**config.mk**
```make
export PLATFORM = sky130hd
export DESIGN_NAME = hid_config_byte_loader
export DESIGN_NICKNAME = d
export VERILOG_FILES = /design/src/rtl/hid_cfg_pkg.sv /design/src/rtl/hid_config_byte_loader.sv
export SDC_FILE = /design/constraint.sdc
export NUM_CORES = 1
export LEC_CHECK = 0
export BUFFER_PORTS_ARGS = -buffer_cell sky130_fd_sc_hd__buf_2
export CAP_MARGIN = 20
export CORE_MARGIN = 1.5
export CORE_UTILIZATION = 30
export CTS_CLUSTER_SIZE = 8
export DETAILED_ROUTE_END_ITERATION = 10
export PLACE_DENSITY = 0.52
export SYNTH_ARGS = -nofsm -noshare
export SYNTH_HDL_FRONTEND = slang
export SYNTH_HIERARCHICAL = 1
export SYNTH_SLANG_ARGS = --single-unit
```
**constraint.sdc**
```tcl
create_clock -name clk -period 5.3 [get_ports clk]
set_input_delay 0.265 -clock clk [delete_from_list [all_inputs] [get_ports clk]]
set_output_delay 0.265 -clock clk [all_outputs]
set_load 0.05 [all_outputs]
```
**src/rtl/hid_cfg_pkg.sv**
```systemverilog
/*
 * Shared constants and types for the configuration byte loader: byte
 * addresses, field positions, reset values, timing figures and carriers.
 * Assumes a single 125 MHz core clock.
 */
package hid_cfg_pkg;

	// Clock and timing
	localparam int unsigned CLK_HZ = 125_000_000;
	localparam int unsigned DEBOUNCE_STEP_MS = 15;
	localparam int unsigned WAKE_STEP_MS = 15;
	localparam int unsigned DEBOUNCE_STEP_CYC = DEBOUNCE_STEP_MS * (CLK_HZ / 1000);
	localparam int unsigned WAKE_STEP_CYC = WAKE_STEP_MS * (CLK_HZ / 1000);

	// Configuration byte addresses
	localparam int unsigned CFG_BYTES = 5;
	localparam logic [2:0] ADDR_ROLLER_OUTPUT = 3'h0;
	localparam logic [2:0] ADDR_BUTTON_MASK = 3'h1;
	localparam logic [2:0] ADDR_EXTENDED_MASK = 3'h2;
	localparam logic [2:0] ADDR_APPLICATION = 3'h3;
	localparam logic [2:0] ADDR_WAKE_POLL = 3'h4;
	localparam logic [7:0] CFG_BYTE_RESET = 8'h00;

	// Field positions
	localparam int unsigned ROLLER_COUNT_LSB = 0;
	localparam int unsigned OUTPUT_ROLE_LSB = 2;
	localparam int unsigned ROLLER_SINK_LSB = 4;
	localparam int unsigned EXTRA_BITS_LSB = 0;
	localparam int unsigned IO_MASK_LSB = 6;
	localparam int unsigned FUNCTION_LSB = 0;
	localparam int unsigned DEBOUNCE_LSB = 2;
	localparam int unsigned LED_SINK_LSB = 4;
	localparam int unsigned WAKE_INTERVAL_LSB = 0;
	localparam int unsigned WAKE_ENABLE_BIT = 3;

	// Output role codes
	localparam logic [1:0] ROLE_BOTH_OUT = 2'h0;
	localparam logic [1:0] ROLE_A_OUT = 2'h1;
	localparam logic [1:0] ROLE_BOTH_IN = 2'h3;

	// Sink current scaling
	localparam logic [3:0] ROLLER_SINK_MAX_TENTHS = 4'hA;
	localparam logic [3:0] LED_SINK_BASE_MA = 4'h2;
	localparam logic [3:0] LED_SINK_MAX_MA = 4'hA;

	// Endpoints
	localparam logic [3:0] EP_CONTROL = 4'h0;
	localparam logic [3:0] EP_INTERRUPT_IN = 4'h1;
	localparam logic [3:0] EP_MAX_PACKET = 4'h8;

	typedef enum logic [1:0] {
		FN_MOUSE = 2'h0,
		FN_RESERVED = 2'h1,
		FN_JOYSTICK = 2'h2,
		FN_GAMEPAD = 2'h3
	} func_t;

	typedef struct packed {
		logic [2:0] pair_en;
		logic out_a_is_output;
		logic out_b_is_output;
		logic [3:0] roller_sink_tenths;
		logic [7:0] btn_mask;
		logic [7:0] extra_mask;
		func_t func;
		logic [1:0] debounce_code;
		logic [3:0] led_sink_ma;
		logic wake_poll_enable;
		logic [2:0] wake_poll_interval;
	} cfg_t;

	typedef struct packed {
		logic valid;
		logic setup;
		logic dir_in;
		logic [3:0] ep;
	} token_t;

	typedef struct packed {
		logic [7:0] buttons;
		logic [7:0] extra;
	} report_t;

endpackage : hid_cfg_pkg

```
**src/rtl/hid_config_byte_loader.sv**
```systemverilog
/*
 * Configuration byte loader for a HID pointing controller: reads five
 * configuration bytes after reset, decodes them, answers endpoint tokens,
 * drives the two settable pins and the LED-control pin, debounces inputs
 * and runs the suspend wake poll.
 * Assumes the EEPROM read port and the USB controller share clk; pins are
 * asynchronous and are synchronised here.
 */
`timescale 1ns/10ps

module hid_pin_sync3 #(
	parameter int unsigned WIDTH = 1
) (
	// Clock and reset
	input wire logic clk,
	input wire logic reset_n,
	// Pins in, settled levels out
	input wire logic [WIDTH-1:0] pin_i,
	output logic [WIDTH-1:0] level_q
);
	logic [WIDTH-1:0] s1_q;
	logic [WIDTH-1:0] s2_q;
	logic [WIDTH-1:0] s3_q;

	always_ff @(posedge clk) begin
		if (!reset_n) begin
			s1_q <= '1;
			s2_q <= '1;
			s3_q <= '1;
		end else begin
			s1_q <= pin_i;
			s2_q <= s1_q;
			s3_q <= s2_q;
		end
	end

	// Change counts once stages two and three agree
	always_ff @(posedge clk) begin
		if (!reset_n) begin
			level_q <= '1;
		end else begin
			level_q <= (s2_q & s3_q) | (level_q & (s2_q ^ s3_q));
		end
	end
endmodule : hid_pin_sync3

// Notes on behaviour
// RULE1 - Reload configuration after power-on or bus reset
// RULE2 - Bytes zero to four are configuration
// RULE3 - Two endpoints, eight-byte packets
// RULE4 - Standard requests arrive on endpoint zero
// RULE5 - Core logic runs from one clock
// RULE6 - Set report latches pin levels
// RULE7 - Output role field selects pin roles
// RULE8 - Software writes only valid role codes
// RULE9 - LED pin darkens rollers while suspended
// RULE10 - Roller count enables pairs cumulatively
// RULE11 - Roller sink code sets current
// RULE12 - Button mask includes pins in report
// RULE13 - Extra bits include roller pins
// RULE14 - Settable pins reported when inputs
// RULE15 - Function field selects operating role
// RULE16 - Debounce code sets debounce interval
// RULE17 - LED sink code sets current
// RULE18 - Wake poll enable gates polling
// RULE19 - Wake poll interval fifteen ms steps
// RULE20 - Poll checks movement, then remote wakeup
// RULE21 - Software writes zero to reserved bits
// RULE22 - Programming mode exposes serial EEPROM port
// RULE23 - Buttons active low with pull-ups
// RULE24 - Reset pin active high
// RULE25 - Decoded values held until reset
// RULE26 - Silent and released until loaded
module hid_config_byte_loader #(
	parameter int unsigned DEBOUNCE_STEP_CYCLES = hid_cfg_pkg::DEBOUNCE_STEP_CYC,
	parameter int unsigned WAKE_STEP_CYCLES = hid_cfg_pkg::WAKE_STEP_CYC
) (
	// Clock and reset
	input wire logic clk,
	input wire logic reset_n,
	input wire logic reset_pin,
	// Configuration EEPROM read port
	output logic ee_rd,
	output logic [2:0] ee_addr,
	input wire logic ee_valid,
	input wire logic [7:0] ee_data,
	// EEPROM serial programming port
	input wire logic prog_mode_pin,
	output logic prog_sel,
	output logic prog_sclk,
	output logic prog_din,
	input wire logic prog_dout,
	// USB controller side
	input wire logic usb_bus_reset,
	input wire logic usb_suspended,
	input wire hid_cfg_pkg::token_t token,
	output logic token_ack,
	output logic token_stall,
	input wire logic set_report_valid,
	input wire logic [7:0] set_report_byte1,
	output logic ready,
	output hid_cfg_pkg::cfg_t cfg,
	output hid_cfg_pkg::report_t report,
	// Suspend wake poll
	input wire logic roller_moved,
	input wire logic pot_changed,
	output logic wake_poll,
	output logic remote_wake,
	// Pins
	input wire logic [7:0] btn_pin,
	input wire logic [5:0] quad_pin,
	input wire logic settable_out_a_i,
	output logic settable_out_a_o,
	output logic settable_out_a_oe,
	input wire logic settable_out_b_i,
	output logic settable_out_b_o,
	output logic settable_out_b_oe,
	output logic led_control_pin_o,
	output logic led_control_pin_oe
);
	typedef enum {
		ST_ISSUE,
		ST_WAIT,
		ST_DECODE,
		ST_RUN,
		ST_PROG
	} state_t;

	state_t state_q;
	logic [2:0] idx_q;
	logic [7:0] bytes_q [hid_cfg_pkg::CFG_BYTES];
	logic [17:0] pins_sync;
	logic soft_rst;
	logic prog_mode;
	logic [15:0] deb_raw;
	logic [15:0] deb_q;
	logic [31:0] deb_cnt_q;
	logic [31:0] deb_limit;
	logic [31:0] wake_cnt_q;
	logic [31:0] wake_limit;
	logic out_a_level_q;
	logic out_b_level_q;
	logic [5:0] gp_en;
	logic [7:0] b0;
	logic [7:0] b2;
	logic [7:0] b3;
	logic [7:0] b4;

	// RULE5 pins onto clk
	// Mode pin inverted so the sync resets to its idle level
	hid_pin_sync3 #(
		.WIDTH(18)
	) u_sync (
		.clk(clk),
		.reset_n(reset_n),
		.pin_i({~prog_mode_pin, ~reset_pin, settable_out_b_i, settable_out_a_i, quad_pin,
			btn_pin}),
		.level_q(pins_sync)
	);

	// RULE24 active high pin
	assign soft_rst = ~pins_sync[16];
	assign prog_mode = ~pins_sync[17];
	// RULE23 low means pressed
	assign deb_raw = ~pins_sync[15:0];

	assign b0 = bytes_q[hid_cfg_pkg::ADDR_ROLLER_OUTPUT];
	assign b2 = bytes_q[hid_cfg_pkg::ADDR_EXTENDED_MASK];
	assign b3 = bytes_q[hid_cfg_pkg::ADDR_APPLICATION];
	assign b4 = bytes_q[hid_cfg_pkg::ADDR_WAKE_POLL];

	// RULE1 load sequencer
	always_ff @(posedge clk) begin
		if (!reset_n || soft_rst) begin
			state_q <= ST_ISSUE;
			idx_q <= 3'h0;
		end else if (usb_bus_reset) begin
			state_q <= ST_ISSUE;
			idx_q <= 3'h0;
		end else begin
			unique case (state_q)
				ST_ISSUE: begin
					state_q <= prog_mode ? ST_PROG : ST_WAIT;
				end
				ST_WAIT: begin
					if (ee_valid) begin
						// RULE2 five bytes only
						if (idx_q == 3'(hid_cfg_pkg::CFG_BYTES - 1)) begin
							state_q <= ST_DECODE;
						end else begin
							state_q <= ST_ISSUE;
							idx_q <= idx_q + 3'h1;
						end
					end
				end
				ST_DECODE: begin
					state_q <= ST_RUN;
				end
				ST_RUN: begin
					if (prog_mode) begin
						state_q <= ST_PROG;
					end
				end
				// RULE22 leaving programming reloads
				ST_PROG: begin
					if (!prog_mode) begin
						state_q <= ST_ISSUE;
						idx_q <= 3'h0;
					end
				end
			endcase
		end
	end

	// RULE2 capture config bytes
	always_ff @(posedge clk) begin
		if (!reset_n) begin
			for (int i = 0; i < hid_cfg_pkg::CFG_BYTES; i++) begin
				bytes_q[i] <= hid_cfg_pkg::CFG_BYTE_RESET;
			end
		end else if (state_q == ST_WAIT && ee_valid) begin
			bytes_q[idx_q] <= ee_data;
		end
	end

	always_ff @(posedge clk) begin
		if (!reset_n || soft_rst) begin
			ee_rd <= 1'b0;
			ee_addr <= hid_cfg_pkg::ADDR_ROLLER_OUTPUT;
		end else begin
			ee_rd <= state_q == ST_ISSUE && !prog_mode && !usb_bus_reset;
			ee_addr <= idx_q;
		end
	end

	// RULE10 cumulative pair enables
	always_comb begin
		unique case (b0[hid_cfg_pkg::ROLLER_COUNT_LSB +: 2])
			2'h0: gp_en = 6'h3F;
			2'h1: gp_en = 6'h0F;
			2'h2: gp_en = 6'h03;
			default: gp_en = 6'h00;
		endcase
	end

	// RULE25 decode once per load
	always_ff @(posedge clk) begin
		if (!reset_n) begin
			cfg <= '0;
		end else if (state_q == ST_DECODE) begin
			cfg.pair_en <= {~gp_en[1], ~gp_en[3], ~gp_en[5]};
			// RULE7 role decode
			cfg.out_a_is_output <= b0[hid_cfg_pkg::OUTPUT_ROLE_LSB +: 2]
				!= hid_cfg_pkg::ROLE_BOTH_IN;
			cfg.out_b_is_output <= b0[hid_cfg_pkg::OUTPUT_ROLE_LSB +: 2]
				== hid_cfg_pkg::ROLE_BOTH_OUT;
			// RULE11 tenths of a milliamp
			cfg.roller_sink_tenths <= (b0[hid_cfg_pkg::ROLLER_SINK_LSB +: 4] > 4'h9) ?
				hid_cfg_pkg::ROLLER_SINK_MAX_TENTHS :
				b0[hid_cfg_pkg::ROLLER_SINK_LSB +: 4] + 4'h1;
			// RULE12 button inclusion
			cfg.btn_mask <= bytes_q[hid_cfg_pkg::ADDR_BUTTON_MASK];
			// RULE13 extra bits gated by pair use
			cfg.extra_mask <= {b2[hid_cfg_pkg::IO_MASK_LSB +: 2],
				b2[hid_cfg_pkg::EXTRA_BITS_LSB +: 6] & gp_en};
			// RULE15 function select
			cfg.func <= hid_cfg_pkg::func_t'(b3[hid_cfg_pkg::FUNCTION_LSB +: 2]);
			cfg.debounce_code <= b3[hid_cfg_pkg::DEBOUNCE_LSB +: 2];
			// RULE17 milliamps, capped
			cfg.led_sink_ma <= (b3[hid_cfg_pkg::LED_SINK_LSB +: 4] > 4'h8) ?
				hid_cfg_pkg::LED_SINK_MAX_MA :
				b3[hid_cfg_pkg::LED_SINK_LSB +: 4] + hid_cfg_pkg::LED_SINK_BASE_MA;
			cfg.wake_poll_enable <= b4[hid_cfg_pkg::WAKE_ENABLE_BIT];
			cfg.wake_poll_interval <= b4[hid_cfg_pkg::WAKE_INTERVAL_LSB +: 3];
		end
	end

	always_ff @(posedge clk) begin
		if (!reset_n || soft_rst) begin
			ready <= 1'b0;
		end else begin
			ready <= state_q == ST_RUN && !usb_bus_reset && !prog_mode;
		end
	end

	// RULE3 two endpoints answered
	always_ff @(posedge clk) begin
		if (!reset_n || soft_rst) begin
			token_ack <= 1'b0;
			token_stall <= 1'b0;
		end else if (token.valid && ready) begin
			// RULE4 setup only on control endpoint
			token_ack <= token.ep == hid_cfg_pkg::EP_CONTROL ||
				(token.ep == hid_cfg_pkg::EP_INTERRUPT_IN && token.dir_in && !token.setup);
			token_stall <= !(token.ep == hid_cfg_pkg::EP_CONTROL ||
				(token.ep == hid_cfg_pkg::EP_INTERRUPT_IN && token.dir_in && !token.setup));
		end else begin
			// RULE26 no answer while loading
			token_ack <= 1'b0;
			token_stall <= 1'b0;
		end
	end

	// RULE6 latch levels from report
	always_ff @(posedge clk) begin
		if (!reset_n || soft_rst || usb_bus_reset) begin
			out_a_level_q <= 1'b1;
			out_b_level_q <= 1'b1;
		end else if (set_report_valid && ready) begin
			out_a_level_q <= set_report_byte1[0];
			out_b_level_q <= set_report_byte1[1];
		end
	end

	// RULE16 interval in fifteen ms steps
	assign deb_limit = 32'({30'h0, cfg.debounce_code} + 32'h1) * DEBOUNCE_STEP_CYCLES;

	always_ff @(posedge clk) begin
		if (!reset_n || soft_rst) begin
			deb_q <= 16'h0000;
			deb_cnt_q <= 32'h0;
		end else if (deb_raw == deb_q) begin
			deb_cnt_q <= 32'h0;
		end else if (deb_cnt_q >= deb_limit - 32'h1) begin
			deb_q <= deb_raw;
			deb_cnt_q <= 32'h0;
		end else begin
			deb_cnt_q <= deb_cnt_q + 32'h1;
		end
	end

	// RULE12 masked buttons in report
	always_ff @(posedge clk) begin
		if (!reset_n || soft_rst) begin
			report <= '0;
		end else begin
			report.buttons <= deb_q[7:0] & cfg.btn_mask;
			report.extra[5:0] <= deb_q[13:8] & cfg.extra_mask[5:0];
			// RULE14 pins reported as inputs
			report.extra[6] <= deb_q[14] & cfg.extra_mask[6] & ~cfg.out_a_is_output;
			report.extra[7] <= deb_q[15] & cfg.extra_mask[7] & ~cfg.out_b_is_output;
		end
	end

	// RULE19 interval in fifteen ms steps
	assign wake_limit = 32'({29'h0, cfg.wake_poll_interval} + 32'h1) * WAKE_STEP_CYCLES;

	// RULE18 no polling unless enabled
	always_ff @(posedge clk) begin
		if (!reset_n || soft_rst) begin
			wake_cnt_q <= 32'h0;
			wake_poll <= 1'b0;
		end else if (!(ready && usb_suspended && cfg.wake_poll_enable)) begin
			wake_cnt_q <= 32'h0;
			wake_poll <= 1'b0;
		end else if (wake_cnt_q >= wake_limit - 32'h1) begin
			wake_cnt_q <= 32'h0;
			wake_poll <= 1'b1;
		end else begin
			wake_cnt_q <= wake_cnt_q + 32'h1;
			wake_poll <= 1'b0;
		end
	end

	// RULE20 movement check at poll
	always_ff @(posedge clk) begin
		if (!reset_n || soft_rst) begin
			remote_wake <= 1'b0;
		end else begin
			remote_wake <= wake_poll && ready && usb_suspended &&
				((cfg.func == hid_cfg_pkg::FN_MOUSE && roller_moved) ||
				(cfg.func == hid_cfg_pkg::FN_JOYSTICK && pot_changed));
		end
	end

	// RULE7 open-collector drive
	always_ff @(posedge clk) begin
		if (!reset_n || soft_rst) begin
			settable_out_a_o <= 1'b0;
			settable_out_a_oe <= 1'b0;
			settable_out_b_o <= 1'b0;
			settable_out_b_oe <= 1'b0;
		end else if (state_q == ST_PROG) begin
			// RULE22 data out on pin A
			settable_out_a_o <= prog_dout;
			settable_out_a_oe <= 1'b1;
			settable_out_b_o <= 1'b0;
			settable_out_b_oe <= 1'b0;
		end else begin
			// RULE26 released until ready
			settable_out_a_o <= 1'b0;
			settable_out_a_oe <= ready && cfg.out_a_is_output && !out_a_level_q;
			settable_out_b_o <= 1'b0;
			settable_out_b_oe <= ready && cfg.out_b_is_output && !out_b_level_q;
		end
	end

	// RULE9 LED pin when not a button
	always_ff @(posedge clk) begin
		if (!reset_n || soft_rst) begin
			led_control_pin_o <= 1'b0;
			led_control_pin_oe <= 1'b0;
		end else begin
			led_control_pin_oe <= ready && !cfg.btn_mask[7];
			led_control_pin_o <= !usb_suspended;
		end
	end

	// RULE22 buttons become serial port
	always_ff @(posedge clk) begin
		if (!reset_n) begin
			prog_sel <= 1'b0;
			prog_sclk <= 1'b0;
			prog_din <= 1'b0;
		end else if (state_q == ST_PROG) begin
			prog_sel <= pins_sync[0];
			prog_sclk <= pins_sync[1];
			prog_din <= pins_sync[2];
		end else begin
			prog_sel <= 1'b0;
			prog_sclk <= 1'b0;
			prog_din <= 1'b0;
		end
	end

endmodule : hid_config_byte_loader

```
* Yosys cells after proc, flatten, opt, wreduce, memory -nomap -nowiden
Memories as Yosys holds them, arrays and structs flattened. A register that Yosys moved wholly into a read port is not among the register bits. Cells that the tools add are included.
Cells by class: add/subtract/negate cells 9, bitwise logic cells 24, equal/unequal tests 19, multipliers 2, multiplexer cells 22, magnitude comparators 4, reductions and logical operators 54
Operator list (number):
- 32-bit case mux with 5 select lines | 1
- 32-bit by 2-bit equality test with 1-bit output, second input constant | 3
- 32-bit by 3-bit equality test with 1-bit output, second input constant | 3
- 32-bit 2-to-1 mux | 3
- 32-bit by 1-bit adder with 32-bit output, second input constant | 2
- 32-bit greater-or-equal comparator | 2
- 32-bit zero test | 2
- 18-bit bitwise AND | 2
- 32-bit by 1-bit equality test with 1-bit output, second input constant | 1
- 32-bit by 4-bit equality test with 1-bit output, second input constant | 1
- 25-bit by 1-bit subtractor with 26-bit output, second input constant | 1
- 24-bit by 1-bit subtractor with 25-bit output, second input constant | 1
- 4-bit by 18-bit multiplier with 22-bit output, second input constant | 1
- 1-bit logical AND | 21
- 3-bit by 18-bit multiplier with 21-bit output, second input constant | 1
- 18-bit bitwise OR | 1
- 6-bit case mux with 3 select lines | 1
- 18-bit bitwise XOR | 1
- 16-bit equality test | 1
- 16-bit NOT | 1
- 3-bit 2-to-1 mux | 5
- 6-bit bitwise AND | 2
- 1-bit NOT | 12
- 1-bit zero test | 10
- 29 further kinds | 55
Storage, ports and cells: logic and storage cells 171, memories kept 1, input port bits 50, register bits after elaboration 247, RAM bits 40
Memory list:
- bytes_q | depth 5, width 8, rd ports 5, clocked after memory_dff 2, write ports 5, RTL line hid_config_byte_loader.sv:131 | logic [7:0] bytes_q [hid_cfg_pkg::CFG_BYTES];

* Logic depth before layout (Yosys ltp)
depth in word-level cells 7, depth in mapped cells 26

* Cells and area by module
Netlist, hierarchy kept.
Modules (own cells, without submodules):
- hid_config_byte_loader | cells each 957, instances 1, area each 9161.3 um^2
- hid_pin_sync3 | cells each 188, instances 1, area each 2254.7 um^2

* Worst setup path after synthesis
No wires, ideal clock.
path type flip-flop to flip-flop, from reg, netlist name cfg[0], to reg wake_cnt_q[10], path slack -0.891 ns, period minus slack after synthesis 6.191 ns, library setup time 0.132 ns, arrival time 6.059 ns, cell stages (with the launch flop) 25, path through dfxtp_1 clkbuf_1 inv_1 ha_1 clkbuf_1 inv_1 fa_1 inv_1 ha_1 ha_1 a221o_1 a32o_1 xor2_1 nor4b_2 nand4_1 nor4_2 xor2_1 xnor2_1 ha_1 nand4_1 nor4_1 a21o_1 clkbuf_1 clkbuf_1 nor3_1
Between the ends: cells in the longest elaborated chain, start to end 5
RTL lines:
- 3-bit by 1-bit adder with 4-bit output | RTL line hid_config_byte_loader.sv:346 | assign wake_limit = 32'({29'h0, cfg.wake_poll_interval} + 32'h1) * WAKE_STEP_CYCLES;
- 4-bit by 18-bit multiplier with 22-bit output | RTL line hid_config_byte_loader.sv:346
- 25-bit by 1-bit subtractor with 26-bit output | RTL line hid_config_byte_loader.sv:356 | end else if (wake_cnt_q >= wake_limit - 32'h1) begin
- 32-bit greater-or-equal comparator | RTL line hid_config_byte_loader.sv:356
- 3-bit OR reduction (no line)
- end signal: assignment | RTL line hid_config_byte_loader.sv:360 | wake_cnt_q <= wake_cnt_q + 32'h1;
- end: declaration | RTL line hid_config_byte_loader.sv:139 | logic [31:0] wake_cnt_q;
Every way passes these cells. A chain may end at the register's enable or synchronous reset.

* Final worst setup path
from reg, netlist name cfg[0], to reg wake_poll
Between the ends: cells in the longest elaborated chain, start to end 5
RTL lines:
- 3-bit by 1-bit adder with 4-bit output | RTL line hid_config_byte_loader.sv:346
- 4-bit by 18-bit multiplier with 22-bit output | RTL line hid_config_byte_loader.sv:346
- 25-bit by 1-bit subtractor with 26-bit output | RTL line hid_config_byte_loader.sv:356
- 32-bit greater-or-equal comparator | RTL line hid_config_byte_loader.sv:356
- 1-bit 2-to-1 mux | RTL line hid_config_byte_loader.sv:356
- end signal: assignment | RTL line hid_config_byte_loader.sv:355 | wake_poll <= 1'b0;
- end signal: assignment | RTL line hid_config_byte_loader.sv:358 | wake_poll <= 1'b1;
- end signal: assignment | RTL line hid_config_byte_loader.sv:361 | wake_poll <= 1'b0;
- end: declaration | RTL line hid_config_byte_loader.sv:107 | output logic wake_poll,
Every way passes these cells.

==> flow_summary.rst <==
.. list-table::
   :header-rows: 1

   * - Metric
     - Value
   * - Initial standard-cell utilization of the core
     - 0.304
   * - Synthesis-to-finish area growth
     - 26.8%
   * - Synth Warn #
     - 6
   * - Placer Congestion
     - between 0.8 and 0.9
   * - VDD IR max
     - around 0.27 mV
   * - DRT Pass-1 Iters
     - 4
   * - Power after layout
     - just under 5 mW
   * - Actual slew at the worst max-slew pin
     - between 1 and 1.5 ns
   * - Final cycle utilization of the critical path
     - 0.950
   * - Kind of critical path
     - flop to flop
   * - Share of the synthesized area in the top cell type
     - 0.403
   * - Reg2Reg Depth
     - 23
   * - Via count of the first global-routing pass
     - about 8,500
   * - Remaining Overflow, GRT
     - 0
   * - Cell count after synthesis
     - 1,145
   * - Number of buffers on the longest clock path
     - 3
   * - Met2 capacity usage during global routing
     - 0.231
   * - Total number of nets in the final design
     - roughly 1,500
   * - Destination of the worst register-to-register timing path
     - wake_poll
   * - Worst-case setup slack after placement
     - approximately 0.14 ns
   * - Crit-path max FO
     - 7
   * - Headroom to the max-slew limit
     - 0.285
   * - # fillers
     - roughly 3,700
   * - Fraction of final layout cells with drive strength greater than 1
     - 0.187
   * - Number of stages on the worst hold path
     - 4
   * - Fmax
     - 0.199 GHz
   * - Antenna violations before repair
     - 0
   * - Residual DRC count
     - 0
   * - Register area share after synthesis
     - 0.498
   * - Most common library cells after synthesis
     - sky130_fd_sc_hd__dfxtp_1, sky130_fd_sc_hd__nand2_1, sky130_fd_sc_hd__ha_1
   * - Clock tree sinks
     - 266
   * - Routed wire length
     - roughly 27 mm
   * - Number of distinct standard cells referenced by the synthesized netlist
     - 62
   * - Port Buf Inserts
     - ~110
   * - Minimum clock period
     - around 5.0 ns
   * - Pwr/cell area
     - approximately 330 nW/µm²
   * - Category of cells accounting for the largest share of critical-path delay
     - adder cells
   * - Type of element capturing the critical path
     - flop
   * - Minimum setup slack in the final design
     - ~0.26 ns
   * - Global-route track usage on met3
     - 0.0385
   * - GRT Total Usage
     - 0.141
   * - Most area-consuming cells after synthesis
     - sky130_fd_sc_hd__dfxtp_1, sky130_fd_sc_hd__edfxtp_1, sky130_fd_sc_hd__ha_1
   * - Number of antenna cells inserted
     - 0
   * - Most common cell in the netlist
     - sky130_fd_sc_hd__dfxtp_1
   * - Number of enable flip-flop cells after synthesis
     - 36
   * - Placed standard-cell area
     - around 13,000 µm²
   * - Start point of the worst hold path
     - set_report_valid
   * - Area leader, netlist
     - sky130_fd_sc_hd__dfxtp_1
   * - Sink of the worst hold path
     - out_b_level_q
   * - Slowest library cell on the worst path
     - sky130_fd_sc_hd__fa_1
   * - Worst endpoint data arrival time
     - 5.44 ns
   * - Width of the chip
     - just under 200 µm
   * - Most utilized layer in the global route result
     - met2
   * - Vias after detailed routing
     - around 8,400
   * - Number of routed nets with antenna violations
     - 0
   * - CTS tree
     - yes
   * - Cell leakage power
     - between 6 and 7 nW
   * - Post-route clock skew
     - ~0.033 ns
   * - Average cell area after synthesis
     - ~10 µm²
   * - Number of setup violations in the final report
     - 0
   * - Critical Path, Cell by Cell
     - clkinvlp_4 > ha_4 > inv_4 > fa_1 > inv_2 > ha_4 > ha_4 > a221o_1 > a32o_2 > xor2_2 > nor4b_4 > nand4_1 > nor4_2 > xor2_1 > xnor2_1 > ha_1 > a21oi_2 > nor2b_1 > o21ai_1 > o211ai_1 > a21o_2 > buf_12 > nor2b_1
   * - Share of flip-flops with an asynchronous set or reset after synthesis
     - 0
   * - Die Y-Extent
     - roughly 200 µm
   * - Area of the core
     - 37,600 µm²
   * - CP dominant cell by count
     - sky130_fd_sc_hd__ha_4
   * - Crit start category
     - flop
   * - HPWL Detailed
     - around 19 mm
   * - Final non-filler cell area
     - 14,500 µm²
   * - Die area
     - roughly 39,000 µm²
   * - M1 GR Usage
     - 0.179
   * - Delay of the slowest cell on the worst path
     - about 0.5 ns
   * - Number of I/O pins
     - 121
   * - Row cnt
     - 71
   * - Number of H-tree branching levels
     - 2
   * - Most instantiated flip-flop cell in the synthesis netlist
     - sky130_fd_sc_hd__dfxtp_1
   * - CP required
     - roughly 5.7 ns
   * - Number of cells on the critical path
     - 23
   * - Crit path buffers/inverters
     - 4
   * - Util after Layout
     - 0.385
   * - FF-to-FF setup slack
     - between 0.2 and 0.3 ns
   * - Skew-Pair Late Insertion Delay
     - ~0.55 ns
   * - Total of max-cap violations
     - 0
   * - Per-cell via count in the routed design
     - between 4 and 5
   * - Final max-slew violation count
     - 0
   * - Largest net degree at the start of global routing
     - 89
   * - Routed len/inst
     - approximately 15 µm
   * - Launching point of the worst reg2reg path
     - cfg[0]
   * - Result of the run
     - finished, final reports clean
   * - First-pass GRT wire length
     - 43.8 mm
   * - Flip-flop and latch count after synthesis
     - approximately 270
   * - Hold crit path type
     - input port to flop
   * - Library cell used as clock root buffer
     - sky130_fd_sc_hd__clkbuf_16
   * - Number of buffers added by the clock tree synthesis step
     - 39
   * - Clock Pin Slew Worst Setup and Hold Paths
     - 0.06 ns
   * - Number of DRC violations after detailed-routing iteration 0
     - between 300 and 400
   * - Summed instance area of the synthesized netlist
     - ~11,000 µm²
   * - Endpoints failing hold
     - 0
-- metal layers --
metal	up-vias	part of all wire
met2	142	0.46
met4	0	0.022
met5	-	0
met1	3921	0.46
li1	4296	-
met3	42	0.055
-- state kept, by name, summed over array words and instances, names as in the netlist, 3 cells and up --
signal,count
deb_cnt_q,32
ee_addr,3
deb_q,16
idx_q,3
state_q,3
wake_cnt_q,32
u_sync/s3_q,18
u_sync/s2_q,18
u_sync/level_q,18
bytes_q,36
u_sync/s1_q,18
cfg,37
report,16
-- how the worst max path moves through the flow --
stage	startpoint	endpoint
5_1_grt	cfg[1]	wake_cnt_q[2]
4_1_cts	cfg[0]	wake_cnt_q[3]
3_3_place_gp	cfg[0]	wake_poll
2_1_floorplan	cfg[0]	wake_cnt_q[0]
3_5_place_dp	cfg[0]	wake_poll
6_report	cfg[0]	wake_poll
-- cells in the final DEF, fill, tap and decap left out, drive strengths merged, types with 4 or more instances in the layout --
| cell | instances |
|---|---|
| xnor2 | 34 |
| xor2 | 53 |
| inv | 26 |
| nor3b | 4 |
| nand2 | 118 |
| a21o | 14 |
| clkbuf | 54 |
| nor2 | 83 |
| ha | 86 |
| nand3 | 33 |
| nand4 | 17 |
| o21ai | 22 |
| and2 | 42 |
| conb | 17 |
| nor2b | 6 |
| a211oi | 18 |
| nor3 | 37 |
| or3 | 4 |
| edfxtp | 36 |
| and3 | 39 |
| a21boi | 26 |
| nand2b | 64 |
| dlygate4sd3 | 26 |
| dfxtp | 230 |
| a31oi | 7 |
| nor4b | 4 |
| a21oi | 26 |
| nor4 | 8 |
| nand3b | 23 |
| buf | 149 |
-- power by group --
part           total [mW]  internal, mW  switching, mW
combinational       0.349         0.143          0.206
clock                2.27          1.37          0.898
sequential           2.19          2.13         0.0599
total                4.81          3.65           1.16
-- worst reg2reg max path, cell delays in order (launching register included) --
cell                         delay [ns]
sky130_fd_sc_hd__dfxtp_4           0.37
sky130_fd_sc_hd__clkinvlp_4        0.11
sky130_fd_sc_hd__ha_4              0.31
sky130_fd_sc_hd__inv_4             0.04
sky130_fd_sc_hd__fa_1              0.50
sky130_fd_sc_hd__inv_2             0.05
sky130_fd_sc_hd__ha_4              0.15
sky130_fd_sc_hd__ha_4              0.24
sky130_fd_sc_hd__a221o_1           0.40
sky130_fd_sc_hd__a32o_2            0.32
sky130_fd_sc_hd__xor2_2            0.17
sky130_fd_sc_hd__nor4b_4           0.24
sky130_fd_sc_hd__nand4_1           0.19
sky130_fd_sc_hd__nor4_2            0.28
sky130_fd_sc_hd__xor2_1            0.20
sky130_fd_sc_hd__xnor2_1           0.14
sky130_fd_sc_hd__ha_1              0.27
sky130_fd_sc_hd__a21oi_2           0.12
sky130_fd_sc_hd__nor2b_1           0.05
sky130_fd_sc_hd__o21ai_1           0.11
sky130_fd_sc_hd__o211ai_1          0.10
sky130_fd_sc_hd__a21o_2            0.25
sky130_fd_sc_hd__buf_12            0.16
sky130_fd_sc_hd__nor2b_1           0.13
-- layout make-up --
type | count | area, µm² | area share
Multi-Input combinational cell | 826 | 5770 | 0.399
Sequential cell | 266 | 5690 | 0.393
Timing Repair Buffer | 177 | 1160 | 0.0801
Clock buffer | 52 | 1040 | 0.0722
Tap cell | 511 | 639 | 0.0442
Inverter | 25 | 100 | 0.00692
Clock inverter | 3 | 70.1 | 0.00484
-- kinds of logic (layout without fill, tap and decap cells) --
logic type	Yosys count	count (layout)	share of synthesized area
AOI/OAI and AO/OA	143	143	0.0856
xor gates and xnor gates	87	87	0.0681
adders and majority gates	89	89	0.0995
buffers and inverters	69	257	0.0253
DFF	266	266	0.498
muxes	2	2	0.00175
other	1	17	0.000328
and+or+nand+nor	488	488	0.221
-- metrics by stage --
step | hold slack [ns] | cells | setup TNS (ns)
floorplan | 0.337 | 1161 | -0.116
global route | 0.0685 | 1860 | -0.00838
detailed placement | 0.394 | 1764 | 0
global placement | 0.389 | 1764 | 0
finish | 0.0590 | 1860 | 0
CTS | 0.0306 | 1845 | 0
-- timing repair --
action | in CTS | in global routing
hold buffers | 26 | 0
setup endpoints to repair | 0 | 26
buffers inserted | 0 | 12
resized for setup | 0 | 19
hold endpoints to repair | 25 | 0
No activity file was read; power rests on OpenSTA's default activity.
